<file path="src/design/rsw_pkg.sv">
// package for the reset sequencer, supply monitor and watchdog block
// assumes one 250 MHz clock and a synchronous active high reset
package rsw_pkg;
    localparam int ADDR_W = 8;
    localparam int DATA_W = 16;

    localparam logic [7:0] OFS_CTRL = 8'h00;
    localparam logic [7:0] OFS_WDT_RESTART = 8'h04;
    localparam logic [7:0] OFS_STATUS = 8'h08;
    localparam logic [7:0] OFS_SVM_LEVEL = 8'h0c;
    localparam logic [7:0] OFS_CLK_SEL = 8'h10;

    // control register fields
    localparam int CTRL_SW_RESET = 0;
    localparam int CTRL_SVM_RST_EN = 1;
    localparam int CTRL_SVM_IRQ_FALL = 2;
    localparam int CTRL_SVM_IRQ_RISE = 3;
    localparam int CTRL_WDT_EN = 4;
    localparam int CTRL_WDT_EXC = 5;
    localparam int CTRL_WDT_PRE_LO = 8;
    localparam int CTRL_WDT_PRE_HI = 11;

    // status register fields
    localparam int STAT_WDT_FIRED = 0;
    localparam int STAT_RAM_INVALID = 1;
    localparam int STAT_CAUSE_LO = 2;
    localparam int STAT_CAUSE_HI = 4;
    localparam int STAT_SVM_ABOVE = 5;
    localparam int STAT_XTAL_READY = 6;
    localparam int STAT_STATE_LO = 8;

    // clock select fields
    localparam int CLK_HS_XTAL = 0;
    localparam int CLK_SLOW_LO = 1;
    localparam int CLK_SLOW_HI = 2;
    localparam int CLK_SLOW_LOCK = 3;

    // reset values
    localparam logic RST_SVM_RST_EN = 1'b1;
    localparam logic RST_WDT_EN = 1'b1;
    localparam logic [3:0] RST_WDT_PRE = 4'hb;
    localparam logic [2:0] RST_SVM_LEVEL = 3'h1;
    localparam logic [1:0] RST_SLOW_SEL = 2'h0;

    // threshold codes: 1.95,2.0,2.1,2.2,2.3,2.4,2.7,3.0 V
    localparam logic [2:0] SVM_LEVEL_2V0 = 3'h1;

    // slow clock sources
    localparam logic [1:0] SLOW_RC = 2'h0;
    localparam logic [1:0] SLOW_EXT = 2'h1;
    localparam logic [1:0] SLOW_XTAL = 2'h2;

    // reset cause codes
    localparam logic [2:0] CAUSE_POR = 3'h0;
    localparam logic [2:0] CAUSE_EXT = 3'h1;
    localparam logic [2:0] CAUSE_SW = 3'h2;
    localparam logic [2:0] CAUSE_WDT = 3'h3;
    localparam logic [2:0] CAUSE_SVM = 3'h4;

    // timing
    localparam int CLK_MHZ = 250;
    localparam int T_OSC_NS = 13000;
    localparam int T_REG_NS = 15000;
    localparam int T_NVM_NS = 150000;
    localparam int T_LOAD_NS = 2500;
    localparam int T_EXT_MIN_NS = 1000;
    localparam int T_WDT_BASE_NS = 8000000;
    localparam int OSC_CYC = (T_OSC_NS * CLK_MHZ + 999) / 1000;
    localparam int REG_CYC = (T_REG_NS * CLK_MHZ + 999) / 1000;
    localparam int NVM_CYC = (T_NVM_NS * CLK_MHZ + 999) / 1000;
    localparam int LOAD_CYC = (T_LOAD_NS * CLK_MHZ + 999) / 1000;
    localparam int EXT_MIN_CYC = (T_EXT_MIN_NS * CLK_MHZ + 999) / 1000;
    localparam int WDT_BASE_CYC = T_WDT_BASE_NS / 1000 * CLK_MHZ;

    typedef enum logic [7:0] {
        SQ_HOLD = 8'h01,
        SQ_OSC = 8'h02,
        SQ_SVM0 = 8'h04,
        SQ_REG = 8'h08,
        SQ_NVM = 8'h10,
        SQ_LOAD = 8'h20,
        SQ_SVM1 = 8'h40,
        SQ_RUN = 8'h80
    } rsw_state_type;
endpackage : rsw_pkg

</file>
<file path="src/design/rsw_top.sv">
// reset sequencer with supply monitor control and watchdog
// assumes analog comparator, regulators and memory init live outside
module rsw_top #(
    parameter int NVM_WAIT_CYC = rsw_pkg::NVM_CYC,
    parameter int WDT_BASE = rsw_pkg::WDT_BASE_CYC
) (
    // clock and reset
    input wire logic CLK,
    input wire logic RST,
    // supply and pin inputs, asynchronous
    input wire logic POR_OK,
    input wire logic EXT_RESET_N,
    input wire logic SVM_ABOVE,
    input wire logic XTAL_READY,
    // power state, same clock
    input wire logic SLEEP,
    input wire logic DBG_HALT,
    // memory init
    input wire logic [2:0] NVM_SVM_LEVEL,
    output logic NVM_INIT_REQ,
    // analog controls
    output logic HS_RC_EN,
    output logic XTAL_EN,
    output logic REG_EN,
    output logic [2:0] SVM_LEVEL_SEL,
    output logic HS_CLK_XTAL,
    output logic [1:0] SLOW_CLK_SEL,
    // to cpu
    output logic SYS_RST_N,
    output logic SVM_IRQ,
    output logic WDT_EXC,
    // register port
    input wire logic [rsw_pkg::ADDR_W-1:0] ADDR,
    input wire logic [rsw_pkg::DATA_W-1:0] WDATA,
    input wire logic WR,
    input wire logic RD,
    output logic [rsw_pkg::DATA_W-1:0] RDATA
);
    import rsw_pkg::*;

    localparam logic [15:0] OSC_C = 16'(OSC_CYC - 1);
    localparam logic [15:0] REG_C = 16'(REG_CYC - 1);
    localparam logic [15:0] NVM_C = 16'(NVM_WAIT_CYC - 1);
    localparam logic [15:0] LOAD_C = 16'(LOAD_CYC - 1);
    localparam logic [15:0] EXT_C = 16'(EXT_MIN_CYC);
    localparam logic [31:0] WDT_B = 32'(WDT_BASE);

    function automatic logic hit(input logic [ADDR_W-1:0] a, input logic [7:0] o);
        hit = (a == o);
    endfunction : hit

    // two-stage synchronisers
    logic [3:0] async_in;
    logic [3:0] sync1_q;
    logic [3:0] sync2_q;
    assign async_in = {XTAL_READY, SVM_ABOVE, EXT_RESET_N, POR_OK};

    genvar gi;
    generate
        for (gi = 0; gi < 4; gi++) begin : g_sync
            always_ff @(posedge CLK) begin
                if (RST) begin
                    sync1_q[gi] <= 1'b0;
                    sync2_q[gi] <= 1'b0;
                end else begin
                    sync1_q[gi] <= async_in[gi];
                    sync2_q[gi] <= sync1_q[gi];
                end
            end
        end
    endgenerate

    logic por_ok;
    logic ext_n;
    logic svm_above;
    logic xtal_ready;
    assign por_ok = sync2_q[0];
    assign ext_n = sync2_q[1];
    assign svm_above = sync2_q[2];
    assign xtal_ready = sync2_q[3];

    rsw_state_type state_q;
    logic [15:0] tmr_q;
    logic ext_hold_q;
    logic [15:0] ext_cnt_q;
    logic chip_rst_q;
    logic [2:0] cause_q;
    logic sleep_q;
    logic svm_prev_q;

    // control registers
    logic svm_rst_en_q;
    logic irq_fall_en_q;
    logic irq_rise_en_q;
    logic wdt_en_q;
    logic wdt_exc_mode_q;
    logic [3:0] wdt_pre_q;
    logic [2:0] svm_level_q;
    logic hs_xtal_q;
    logic [1:0] slow_sel_q;
    logic slow_lock_q;
    logic wdt_fired_q;
    logic ram_invalid_q;
    logic [31:0] wdt_cnt_q;

    logic wr_ctrl;
    logic wr_stat;
    logic sw_rst;
    logic wdt_expire;
    logic wdt_rst;
    logic svm_rst;
    logic soft_clr;
    logic wake;
    logic [31:0] wdt_limit;

    assign wr_ctrl = WR && hit(ADDR, OFS_CTRL);
    assign wr_stat = WR && hit(ADDR, OFS_STATUS);
    assign wake = sleep_q && !SLEEP;
    assign soft_clr = RST || chip_rst_q;

    // software reset accepted in any state
    assign sw_rst = wr_ctrl && WDATA[CTRL_SW_RESET];

    // monitor checked only awake or in doze
    assign svm_rst = (state_q == SQ_RUN) && svm_rst_en_q && !SLEEP && !svm_above;

    // external pin qualified by minimum low width
    always_ff @(posedge CLK) begin
        if (RST) begin
            ext_cnt_q <= 16'h0000;
            ext_hold_q <= 1'b0;
        end else if (ext_n) begin
            ext_cnt_q <= 16'h0000;
            ext_hold_q <= 1'b0;
        end else if (ext_cnt_q >= EXT_C) begin
            ext_hold_q <= 1'b1;
        end else begin
            ext_cnt_q <= ext_cnt_q + 16'h0001;
        end
    end

    // chip reset request from internal sources
    always_ff @(posedge CLK) begin
        if (RST) begin
            chip_rst_q <= 1'b0;
        end else begin
            chip_rst_q <= sw_rst || wdt_rst || svm_rst;
        end
    end

    // start-up sequencer
    always_ff @(posedge CLK) begin
        if (RST) begin
            state_q <= SQ_HOLD;
            tmr_q <= 16'h0000;
        end else if (!por_ok || ext_hold_q || chip_rst_q) begin
            state_q <= SQ_HOLD;
            tmr_q <= 16'h0000;
        end else begin
            case (state_q)
                SQ_HOLD: begin
                    // pin released and supply up: start
                    if (ext_n) begin
                        state_q <= SQ_OSC;
                        tmr_q <= 16'h0000;
                    end
                end
                SQ_OSC: begin
                    if (tmr_q == OSC_C) begin
                        state_q <= SQ_SVM0;
                    end else begin
                        tmr_q <= tmr_q + 16'h0001;
                    end
                end
                SQ_SVM0: begin
                    // regulators only with supply above the current level, the default only after board, software, watchdog or monitor reset
                    if (svm_above) begin
                        state_q <= SQ_REG;
                        tmr_q <= 16'h0000;
                    end
                end
                SQ_REG: begin
                    if (tmr_q == REG_C) begin
                        state_q <= SQ_NVM;
                        tmr_q <= 16'h0000;
                    end else begin
                        tmr_q <= tmr_q + 16'h0001;
                    end
                end
                SQ_NVM: begin
                    if (tmr_q == NVM_C) begin
                        state_q <= SQ_LOAD;
                        tmr_q <= 16'h0000;
                    end else begin
                        tmr_q <= tmr_q + 16'h0001;
                    end
                end
                SQ_LOAD: begin
                    if (tmr_q == LOAD_C) begin
                        state_q <= SQ_SVM1;
                    end else begin
                        tmr_q <= tmr_q + 16'h0001;
                    end
                end
                SQ_SVM1: begin
                    // release only above the new level
                    if (svm_above) begin
                        state_q <= SQ_RUN;
                    end
                end
                SQ_RUN: begin
                    state_q <= SQ_RUN;
                end
                default: begin
                    state_q <= SQ_HOLD;
                    tmr_q <= 16'h0000;
                end
            endcase
        end
    end

    // last reset cause
    always_ff @(posedge CLK) begin
        if (RST) begin
            cause_q <= CAUSE_POR;
        end else if (!por_ok) begin
            cause_q <= CAUSE_POR;
        end else if (ext_hold_q) begin
            cause_q <= CAUSE_EXT;
        end else if (sw_rst) begin
            cause_q <= CAUSE_SW;
        end else if (wdt_rst) begin
            cause_q <= CAUSE_WDT;
        end else if (svm_rst) begin
            cause_q <= CAUSE_SVM;
        end
    end

    // control register, cleared by board reset and by software, watchdog or monitor reset
    always_ff @(posedge CLK) begin
        if (soft_clr) begin
            svm_rst_en_q <= RST_SVM_RST_EN;
            irq_fall_en_q <= 1'b0;
            irq_rise_en_q <= 1'b0;
            wdt_en_q <= RST_WDT_EN;
            wdt_exc_mode_q <= 1'b0;
            wdt_pre_q <= RST_WDT_PRE;
        end else if (wr_ctrl) begin
            svm_rst_en_q <= WDATA[CTRL_SVM_RST_EN];
            irq_fall_en_q <= WDATA[CTRL_SVM_IRQ_FALL];
            irq_rise_en_q <= WDATA[CTRL_SVM_IRQ_RISE];
            wdt_en_q <= WDATA[CTRL_WDT_EN];
            wdt_exc_mode_q <= WDATA[CTRL_WDT_EXC];
            wdt_pre_q <= WDATA[CTRL_WDT_PRE_HI:CTRL_WDT_PRE_LO];
        end else if (wake) begin
            wdt_en_q <= RST_WDT_EN;
            wdt_pre_q <= RST_WDT_PRE;
        end
    end

    // monitor level: stored value at load, then software
    always_ff @(posedge CLK) begin
        if (soft_clr) begin
            svm_level_q <= RST_SVM_LEVEL;
        end else if (state_q == SQ_LOAD && tmr_q == 16'h0000) begin
            svm_level_q <= NVM_SVM_LEVEL;
        end else if (WR && hit(ADDR, OFS_SVM_LEVEL)) begin
            svm_level_q <= WDATA[2:0];
        end
    end

    // clock source selection
    always_ff @(posedge CLK) begin
        if (soft_clr) begin
            hs_xtal_q <= 1'b0;
            slow_sel_q <= RST_SLOW_SEL;
            slow_lock_q <= 1'b0;
        end else begin
            if (state_q != SQ_RUN || SLEEP) begin
                hs_xtal_q <= 1'b0;
            end else if (WR && hit(ADDR, OFS_CLK_SEL)) begin
                hs_xtal_q <= WDATA[CLK_HS_XTAL];
            end
            if (WR && hit(ADDR, OFS_CLK_SEL) && !slow_lock_q
                && WDATA[CLK_SLOW_HI:CLK_SLOW_LO] != SLOW_RC) begin
                slow_sel_q <= WDATA[CLK_SLOW_HI:CLK_SLOW_LO];
                slow_lock_q <= 1'b1;
            end
        end
    end

    // watchdog
    assign wdt_limit = WDT_B << wdt_pre_q;
    assign wdt_expire = wdt_en_q && (wdt_cnt_q >= wdt_limit - 32'h0000_0001);
    assign wdt_rst = wdt_expire && !wdt_exc_mode_q;

    always_ff @(posedge CLK) begin
        if (soft_clr || wake) begin
            wdt_cnt_q <= 32'h0000_0000;
        end else if (WR && hit(ADDR, OFS_WDT_RESTART)) begin
            wdt_cnt_q <= 32'h0000_0000;
        end else if (state_q != SQ_RUN || !wdt_en_q) begin
            wdt_cnt_q <= 32'h0000_0000;
        end else if (SLEEP || DBG_HALT) begin
            wdt_cnt_q <= wdt_cnt_q;
        end else if (wdt_expire) begin
            wdt_cnt_q <= 32'h0000_0000;
        end else begin
            wdt_cnt_q <= wdt_cnt_q + 32'h0000_0001;
        end
    end

    always_ff @(posedge CLK) begin
        if (RST) begin
            WDT_EXC <= 1'b0;
        end else begin
            WDT_EXC <= wdt_expire && wdt_exc_mode_q && state_q == SQ_RUN
                && !SLEEP && !DBG_HALT;
        end
    end

    // sticky flags, cleared only by board reset or a status write of one, set wins
    always_ff @(posedge CLK) begin
        if (RST) begin
            wdt_fired_q <= 1'b0;
            ram_invalid_q <= 1'b0;
        end else begin
            if (wdt_rst && state_q == SQ_RUN && !SLEEP && !DBG_HALT) begin
                wdt_fired_q <= 1'b1;
            end else if (wr_stat && WDATA[STAT_WDT_FIRED]) begin
                wdt_fired_q <= 1'b0;
            end
            if (sw_rst) begin
                ram_invalid_q <= 1'b1;
            end else if (wr_stat && WDATA[STAT_RAM_INVALID]) begin
                ram_invalid_q <= 1'b0;
            end
        end
    end

    // monitor crossing interrupt
    always_ff @(posedge CLK) begin
        if (RST) begin
            svm_prev_q <= 1'b0;
            SVM_IRQ <= 1'b0;
            sleep_q <= 1'b0;
        end else begin
            svm_prev_q <= svm_above;
            sleep_q <= SLEEP;
            SVM_IRQ <= (state_q == SQ_RUN) && !SLEEP
                && ((irq_fall_en_q && svm_prev_q && !svm_above)
                || (irq_rise_en_q && !svm_prev_q && svm_above));
        end
    end

    // analog and reset outputs
    always_ff @(posedge CLK) begin
        if (RST) begin
            HS_RC_EN <= 1'b0;
            XTAL_EN <= 1'b0;
            REG_EN <= 1'b0;
            NVM_INIT_REQ <= 1'b0;
            SYS_RST_N <= 1'b0;
        end else begin
            HS_RC_EN <= state_q != SQ_HOLD;
            XTAL_EN <= state_q != SQ_HOLD;
            REG_EN <= state_q == SQ_REG || state_q == SQ_NVM || state_q == SQ_LOAD
                || state_q == SQ_SVM1 || state_q == SQ_RUN;
            NVM_INIT_REQ <= state_q == SQ_NVM;
            // merged reset, released a cycle after run
            SYS_RST_N <= state_q == SQ_RUN && !chip_rst_q && por_ok && !ext_hold_q;
        end
    end

    assign SVM_LEVEL_SEL = svm_level_q;
    assign HS_CLK_XTAL = hs_xtal_q && xtal_ready;
    assign SLOW_CLK_SEL = slow_sel_q;

    // read data one cycle after strobe
    always_ff @(posedge CLK) begin
        if (RST) begin
            RDATA <= 16'h0000;
        end else if (!RD) begin
            RDATA <= 16'h0000;
        end else if (hit(ADDR, OFS_CTRL)) begin
            RDATA <= {4'h0, wdt_pre_q, 2'b00, wdt_exc_mode_q, wdt_en_q,
                irq_rise_en_q, irq_fall_en_q, svm_rst_en_q, 1'b0};
        end else if (hit(ADDR, OFS_STATUS)) begin
            RDATA <= {state_q, 1'b0, xtal_ready, svm_above, cause_q,
                ram_invalid_q, wdt_fired_q};
        end else if (hit(ADDR, OFS_SVM_LEVEL)) begin
            RDATA <= {13'h0000, svm_level_q};
        end else if (hit(ADDR, OFS_CLK_SEL)) begin
            RDATA <= {12'h000, slow_lock_q, slow_sel_q, hs_xtal_q};
        end else begin
            RDATA <= 16'h0000;
        end
    end
endmodule : rsw_top

</file>
<file path="config.mk">
export PLATFORM = sky130hd
export DESIGN_NAME = rsw_top
export DESIGN_NICKNAME = d
export VERILOG_FILES = /design/src/design/rsw_pkg.sv /design/src/design/rsw_top.sv
export SDC_FILE = /design/constraint.sdc
export NUM_CORES = 1
export LEC_CHECK = 0
export BUFFER_PORTS_ARGS = -buffer_cell sky130_fd_sc_hd__buf_2
export CAP_MARGIN = 20
export CORE_MARGIN = 2
export CORE_UTILIZATION = 45
export DETAILED_ROUTE_END_ITERATION = 8
export MAX_ROUTING_LAYER = met4
export PLACE_DENSITY = 0.7
export SYNTH_ARGS = -nofsm -noshare
export SYNTH_HDL_FRONTEND = slang
export SYNTH_SLANG_ARGS = --single-unit
</file>
<file path="constraint.sdc">
create_clock -name CLK -period 4.1 [get_ports CLK]
set_input_delay 0.41 -clock CLK [delete_from_list [all_inputs] [get_ports CLK]]
set_output_delay 0.41 -clock CLK [all_outputs]
set_load 0.01 [all_outputs]
</file>
After elaboration in Yosys (flattened, before gate mapping). Index checks and enable logic that the tools add are counted.

Input bits: 37. Register bits: 127. Output and inout port bits: 29.

Shift operators: 1. Bitwise gates (word level): 3. Add/sub/neg operators: 4. Muxes and demuxes: 34. Equality and inequality tests: 27. Reductions and logical operators: 80. Order comparisons: 2.

Operators with widths (count): $mux 16 (7); $pmux 16 s7 (1); $pmux 8 s8 (1); $mux 8 (7); $logic_and 1x1->1 (34); $add 16x1->16 const B (2); $add 32x1->32 const B (1); $eq 16x12->1 const B (2); $ge 32x32->1 (1); $mux 32 (1); $shl 21x4->32 const A (1); $sub 32x1->32 const B (1); $eq 8x4->1 const B (3); $ne 2x2->1 const B (9); $eq 16x10->1 const B (1); $eq 16x16->1 const B (1); $eq 8x3->1 const B (2); $eq 8x5->1 const B (2); $ge 16x8->1 const B (1); $logic_not 16->1 (1); $mux 4 (4); $logic_or 1x1->1 (14); $mux 12 (1); $reduce_or 2->1 (6); other kinds (20) (47).

Logic depth before layout (Yosys ltp).
Depth in word-level cells: 9. Mapped depth: 18.

Worst setup path after synthesis. Ideal clock, no wire load.

Path kind: register to register. Start: reg wdt_pre_q[1]. End: reg wdt_fired_q. Cell stages (with the launch flop): 19. Buffers on the path: 2. Arrival time: 4.062 ns. Path slack: -0.076 ns. Setup time: 0.114 ns. Clock period less this slack: 4.176 ns. Path through: dfxtp_1 -> inv_1 -> ha_1 -> clkbuf_1 -> nand2_1 -> ha_1 -> o221ai_1 -> nor4_2 -> nand3_1 -> nor4_1 -> a21oi_1 -> ha_1 -> nand4_1 -> nor2_1 -> a221o_1 -> o31ai_1 -> a21oi_1 -> clkbuf_1 -> a21o_1.

Longest elaborated chain between the ends: 9. Elaborated cells on any way between the ends: 10. Those cells by class: add/sub: 1; order compare: 1; shift: 1; mux: 1; reduce/logical: 6.

RTL lines: start: declaration (RTL line rsw_top.sv:97) `logic [3:0] wdt_pre_q;`; start signal: assignment (RTL line rsw_top.sv:254) `wdt_pre_q <= WDATA[CTRL_WDT_PRE_HI:CTRL_WDT_PRE_LO];`; $shl 21x4->32 (*) (RTL line rsw_top.sv:293) `assign wdt_limit = WDT_B << wdt_pre_q;`; $sub 32x1->32 (*) (RTL line rsw_top.sv:294) `assign wdt_expire = wdt_en_q && (wdt_cnt_q >= wdt_limit - 32'h0000_0001);`; $ge 32x32->1 (*) (RTL line rsw_top.sv:294); $logic_and 1x1->1 (*) (RTL line rsw_top.sv:294); $logic_and 1x1->1 (*) (RTL line rsw_top.sv:295) `assign wdt_rst = wdt_expire && !wdt_exc_mode_q;`; $logic_and 1x1->1 (*) (3 in series) (RTL line rsw_top.sv:328) `if (wdt_rst && state_q == SQ_RUN && !SLEEP && !DBG_HALT) begin`; $mux 1 / $reduce_bool 2->1 (equally long branches); end signal: assignment (RTL line rsw_top.sv:325) `wdt_fired_q <= 1'b0;`; end signal: assignment (RTL line rsw_top.sv:329) `wdt_fired_q <= 1'b1;`; end signal: assignment (RTL line rsw_top.sv:331) `wdt_fired_q <= 1'b0;`; end: declaration (RTL line rsw_top.sv:102) `logic wdt_fired_q;`.

Mark *: on every way between the ends. The rest lies on a longest branch, timed or not. A chain may end at the register's enable or synchronous reset.

Worst setup path in the final report.
Start: reg wdt_pre_q[1]. End: reg cause_q[2].

Longest elaborated chain between the ends: 6.

RTL lines: $shl 21x4->32 (RTL line rsw_top.sv:293); $sub 32x1->32 (RTL line rsw_top.sv:294); $ge 32x32->1 (RTL line rsw_top.sv:294); $logic_and 1x1->1 (RTL line rsw_top.sv:294); $logic_and 1x1->1 (RTL line rsw_top.sv:295); $reduce_or 5->1 (no line); end signal: assignment (RTL line rsw_top.sv:231) `cause_q <= CAUSE_SW;`; end signal: assignment (RTL line rsw_top.sv:233) `cause_q <= CAUSE_WDT;`; end signal: assignment (RTL line rsw_top.sv:235) `cause_q <= CAUSE_SVM;`; end: declaration (RTL line rsw_top.sv:87) `logic [2:0] cause_q;`.

No other way between the ends.

==> impl_results.md <==
* Status: finished clean
* Core ar. at 15300 µm²
* Ranking of synthesized cells by area: dfxtp_1, ha_1, xor2_1
* Post-route DRC at 0
* Sink Count at 126
* Most frequent cell after synthesis: dfxtp_1
* Post-synthesis adder-cell area fraction at 7.04%
* Synthesized Nets at 919
* VDD IR max at 313 µV
* Post-Place Cells at 1103
* Crit path required time at 4.47 ns
* Fmax achieved at 0.258 GHz
* Largest family of logic cells by synthesized area: simple AND/OR/NAND/NOR gates
* Initial DRC Count at 389
* Max clock buf depth at 2
* Setup ws final at 0.218 ns
* Final wirelength at 18000 µm
* Top cell type's share of synthesized area at 35.5%
* Worst path depth at 17
* Synthesis-to-layout area growth at 19.2%
* Routed vias/inst at 5.71
* Die area at 16800 µm²
* Register area at 2520 µm²
* Worst-margin pin slew at 0.852 ns
* Clk_lat worst skew at 0.43 ns
* Multiplexer share of the synthesized area at 3.45%
* CTS tree: yes
* Total power draw at 2740 µW
* FF+latch count, synth at 126
* Final Hold Vio Count at 0
* Compound-cell area share of the yosys netlist at 14.4%
* H-tree depth at 4
* Share of layout cells above drive strength 1 at 18.3%
* DR pass1 iterations at 5
* Post-DRT Antenna Nets at 0
* Worst reg2reg path depth at 17
* CP Launch Type: flop
* Yosys cell types at 76
* Post-Place Worst Slack at 0.0362 ns
* Vias in the first global route at 6093
* Period Utilization, post-route at 94.7%
* Max incr delay on CP at 0.51 ns
* Pwr per Cell Area at 323 nW/µm²
* Max-Cap Viols at 0
* Ys async rst share at 0%
* PortBufs at 58
* Total track usage at 22.7%
* R2r endpoint: cause_q[2]$_SDFFE_PP0P_
* Initial antenna violation count at 0
* Worst hold slack at 0.189 ns
* Cell family with most CP delay: compound AO/OA/AOI/OAI gates
* Chip height at 130 µm
* CTS Hold Bufs at 0
* Synthesis Warnings at 0
* Main flop type after synthesis: dfxtp_1
* Yosys top cell by area: dfxtp_1
* Leak Pwr at 0.00327 µW
* Num rows at 45
* Nets at 991
* Vias after detailed routing at 6489
* CTS root buf: clkbuf_16
* Finish-stage setup viols at 0
* Number of synthesized flops with an enable pin at 0
* Reg2Reg Launch Point: wdt_pre_q[1]$_SDFFE_PP1P_
* Syn avg cell area at 8.44 µm²
* Clock slew at reported path FFs at 0.06 ns
* Number of fillers in the final layout at 1422
* Largest net degree at the start of global routing at 41
* R2R Setup Slk at 0.22 ns
* Critical path arrival at 4.25 ns
* First-pass GRT wire length at 29300 µm
* Commonest cells in the netlist: dfxtp_1, nor2_1, nand2_1
* CP Launch Point: wdt_pre_q[1]$_SDFFE_PP1P_
* Total CTS buffers at 17
* Die width at 130 µm
* Sequential area share after synthesis at 35.5%
* DP Wirelength at 13100 µm
* Mapped Cells at 842
* XOR/XNOR Fraction of Synth Area at 6.90%
* Crit path time final at 3.88 ns
* Final slew viol count at 0
* RePlAce Congestion at 0.919
* Area of the multi-input gates at 4480 µm²
* Initial Util at 46.4%
* Mapped cell area at 7110 µm²
* Critical Path End Type: flop
* CP endpoint: cause_q[2]$_SDFFE_PP0P_
* Most used cell, CP: buf_4
* Worst Clk Skew at 0.0101 ns
* Gr ovfl total at 0
* Final cell count without fillers at 1137
* Crit Path Class: reg2reg
* Ports at 66
* Cell Chain, Critical Path: buf_4 > ha_2 > inv_1 > mux4_2 > nor3_2 > o211ai_1 > buf_4 > nor4_2 > nor2_1 > ha_1 > nand4_1 > nor2_1 > a221o_1 > o31ai_4 > buf_4 > a21o_1 > and3_1
* CP max stage cell: mux4_2
* Simple-gate area share of the yosys netlist at 29.3%
* Bufs and invs on worst path at 4
* Relative slew margins at 42.9%
* Setup TNS at 0 ns
* Ant diodes at 0
* DR WL/cell at 15.9 µm
* Max FO, Critical Path at 9
* Min-delay worst type: in2reg
## metrics by stage
step | utilization (%) | area, µm²
after floorplan | - | 7110
after global placement | 50.7 | 7770
after detailed placement | 50.7 | 7770
after CTS | 54.3 | 8320
after global routing | 55.3 | 8470
final | 55.3 | 8470
## timing repair
item	in CTS	in global routing
setup buffers	0	3
gates resized for setup	0	25
endpoints found under the setup margin	0	38
## sequential cells by signal, summed over array words and instances (netlist names), 2 cells and up
| register | cells |
|---|---|
| RDATA | 15 |
| SLOW_CLK_SEL | 2 |
| SVM_LEVEL_SEL | 3 |
| cause_q | 3 |
| ext_cnt_q | 16 |
| state_q | 8 |
| sync1_q | 4 |
| tmr_q | 16 |
| wdt_cnt_q | 32 |
| wdt_pre_q | 4 |
## routing by layer
layer / routed length, µm / part of all wire, % / GRT usage, % / vias to the layer above
li1: - / - / - / 3217
met1: 7780 / 43 / 26.0 / 3099
met3: 758 / 4.2 / 4.83 / 36
met5: 0 / 0 / - / -
met2: 8980 / 50 / 38.3 / 137
met4: 517 / 2.9 / 10.1 / 0
## worst reg2reg max path: cells and delay by family (launching register included)
kind	cells	cell delay (ns)
AO/OA/AOI/OAI	4	0.97
AND/OR/NAND/NOR	6	0.90
buffers and inverters	4	0.62
adder cells (fa/ha/maj)	2	0.52
multiplexers	1	0.51
flip-flops	1	0.33
## power by group
part	leakage (µW)	total (µW)	internal (µW)	switching, µW
clock network	0.000263	1430	837	592
logic	0.00199	73.8	27.5	46.3
registers	0.00102	1240	1230	5.42
total	0.00327	2740	2100	644
## logic make-up (layout without fill, tap and decap cells)
| kind of cell | Yosys count | count (layout) |
|---|---|---|
| flip-flops | 126 | 126 |
| other | 1 | 1 |
| adder cells (fa/ha/maj) | 40 | 40 |
| XOR/XNOR | 56 | 56 |
| buffers and inverters | 58 | 142 |
| AND/OR/NAND/NOR | 386 | 386 |
| AO/OA/AOI/OAI | 152 | 152 |
| multiplexers | 23 | 23 |
## placed cells by master, fill, tap and decap left out, types with 32 or more instances in the layout
cell type    n
nand3_1     36
nor2_1      71
a21oi_1     48
xor2_1      32
dfxtp_1    126
nor2b_1     33
nand2_1     66
ha_1        34
nor3_1      45
buf_2       58
## final cells by class
cell class | count | area share (%)
Clock buffer | 17 | 5.02
Clock inverter | 14 | 1.55
Inverter | 20 | 0.886
Multi-Input combinational cell | 658 | 52.9
Sequential cell | 126 | 29.8
Tap cell | 211 | 3.12
Timing Repair Buffer | 91 | 6.79
## how the worst min path moves through the flow
| stage | startpoint | to | slack, ns | cells after the start |
|---|---|---|---|---|
| 2_1_floorplan | sync1_q[1]$_SDFF_PP0_ | ext_n$_SDFF_PP0_ | 0.41 | 1 |
| 3_3_place_gp | sync1_q[0]$_SDFF_PP0_ | por_ok$_SDFF_PP0_ | 0.42 | 1 |
| 3_5_place_dp | sync1_q[1]$_SDFF_PP0_ | ext_n$_SDFF_PP0_ | 0.42 | 1 |
| 4_1_cts | EXT_RESET_N | sync1_q[1]$_SDFF_PP0_ | 0.18 | 2 |
| 5_1_grt | EXT_RESET_N | sync1_q[1]$_SDFF_PP0_ | 0.19 | 2 |
| 6_report | EXT_RESET_N | sync1_q[1]$_SDFF_PP0_ | 0.19 | 2 |
(Power assumes the default switching activity.)
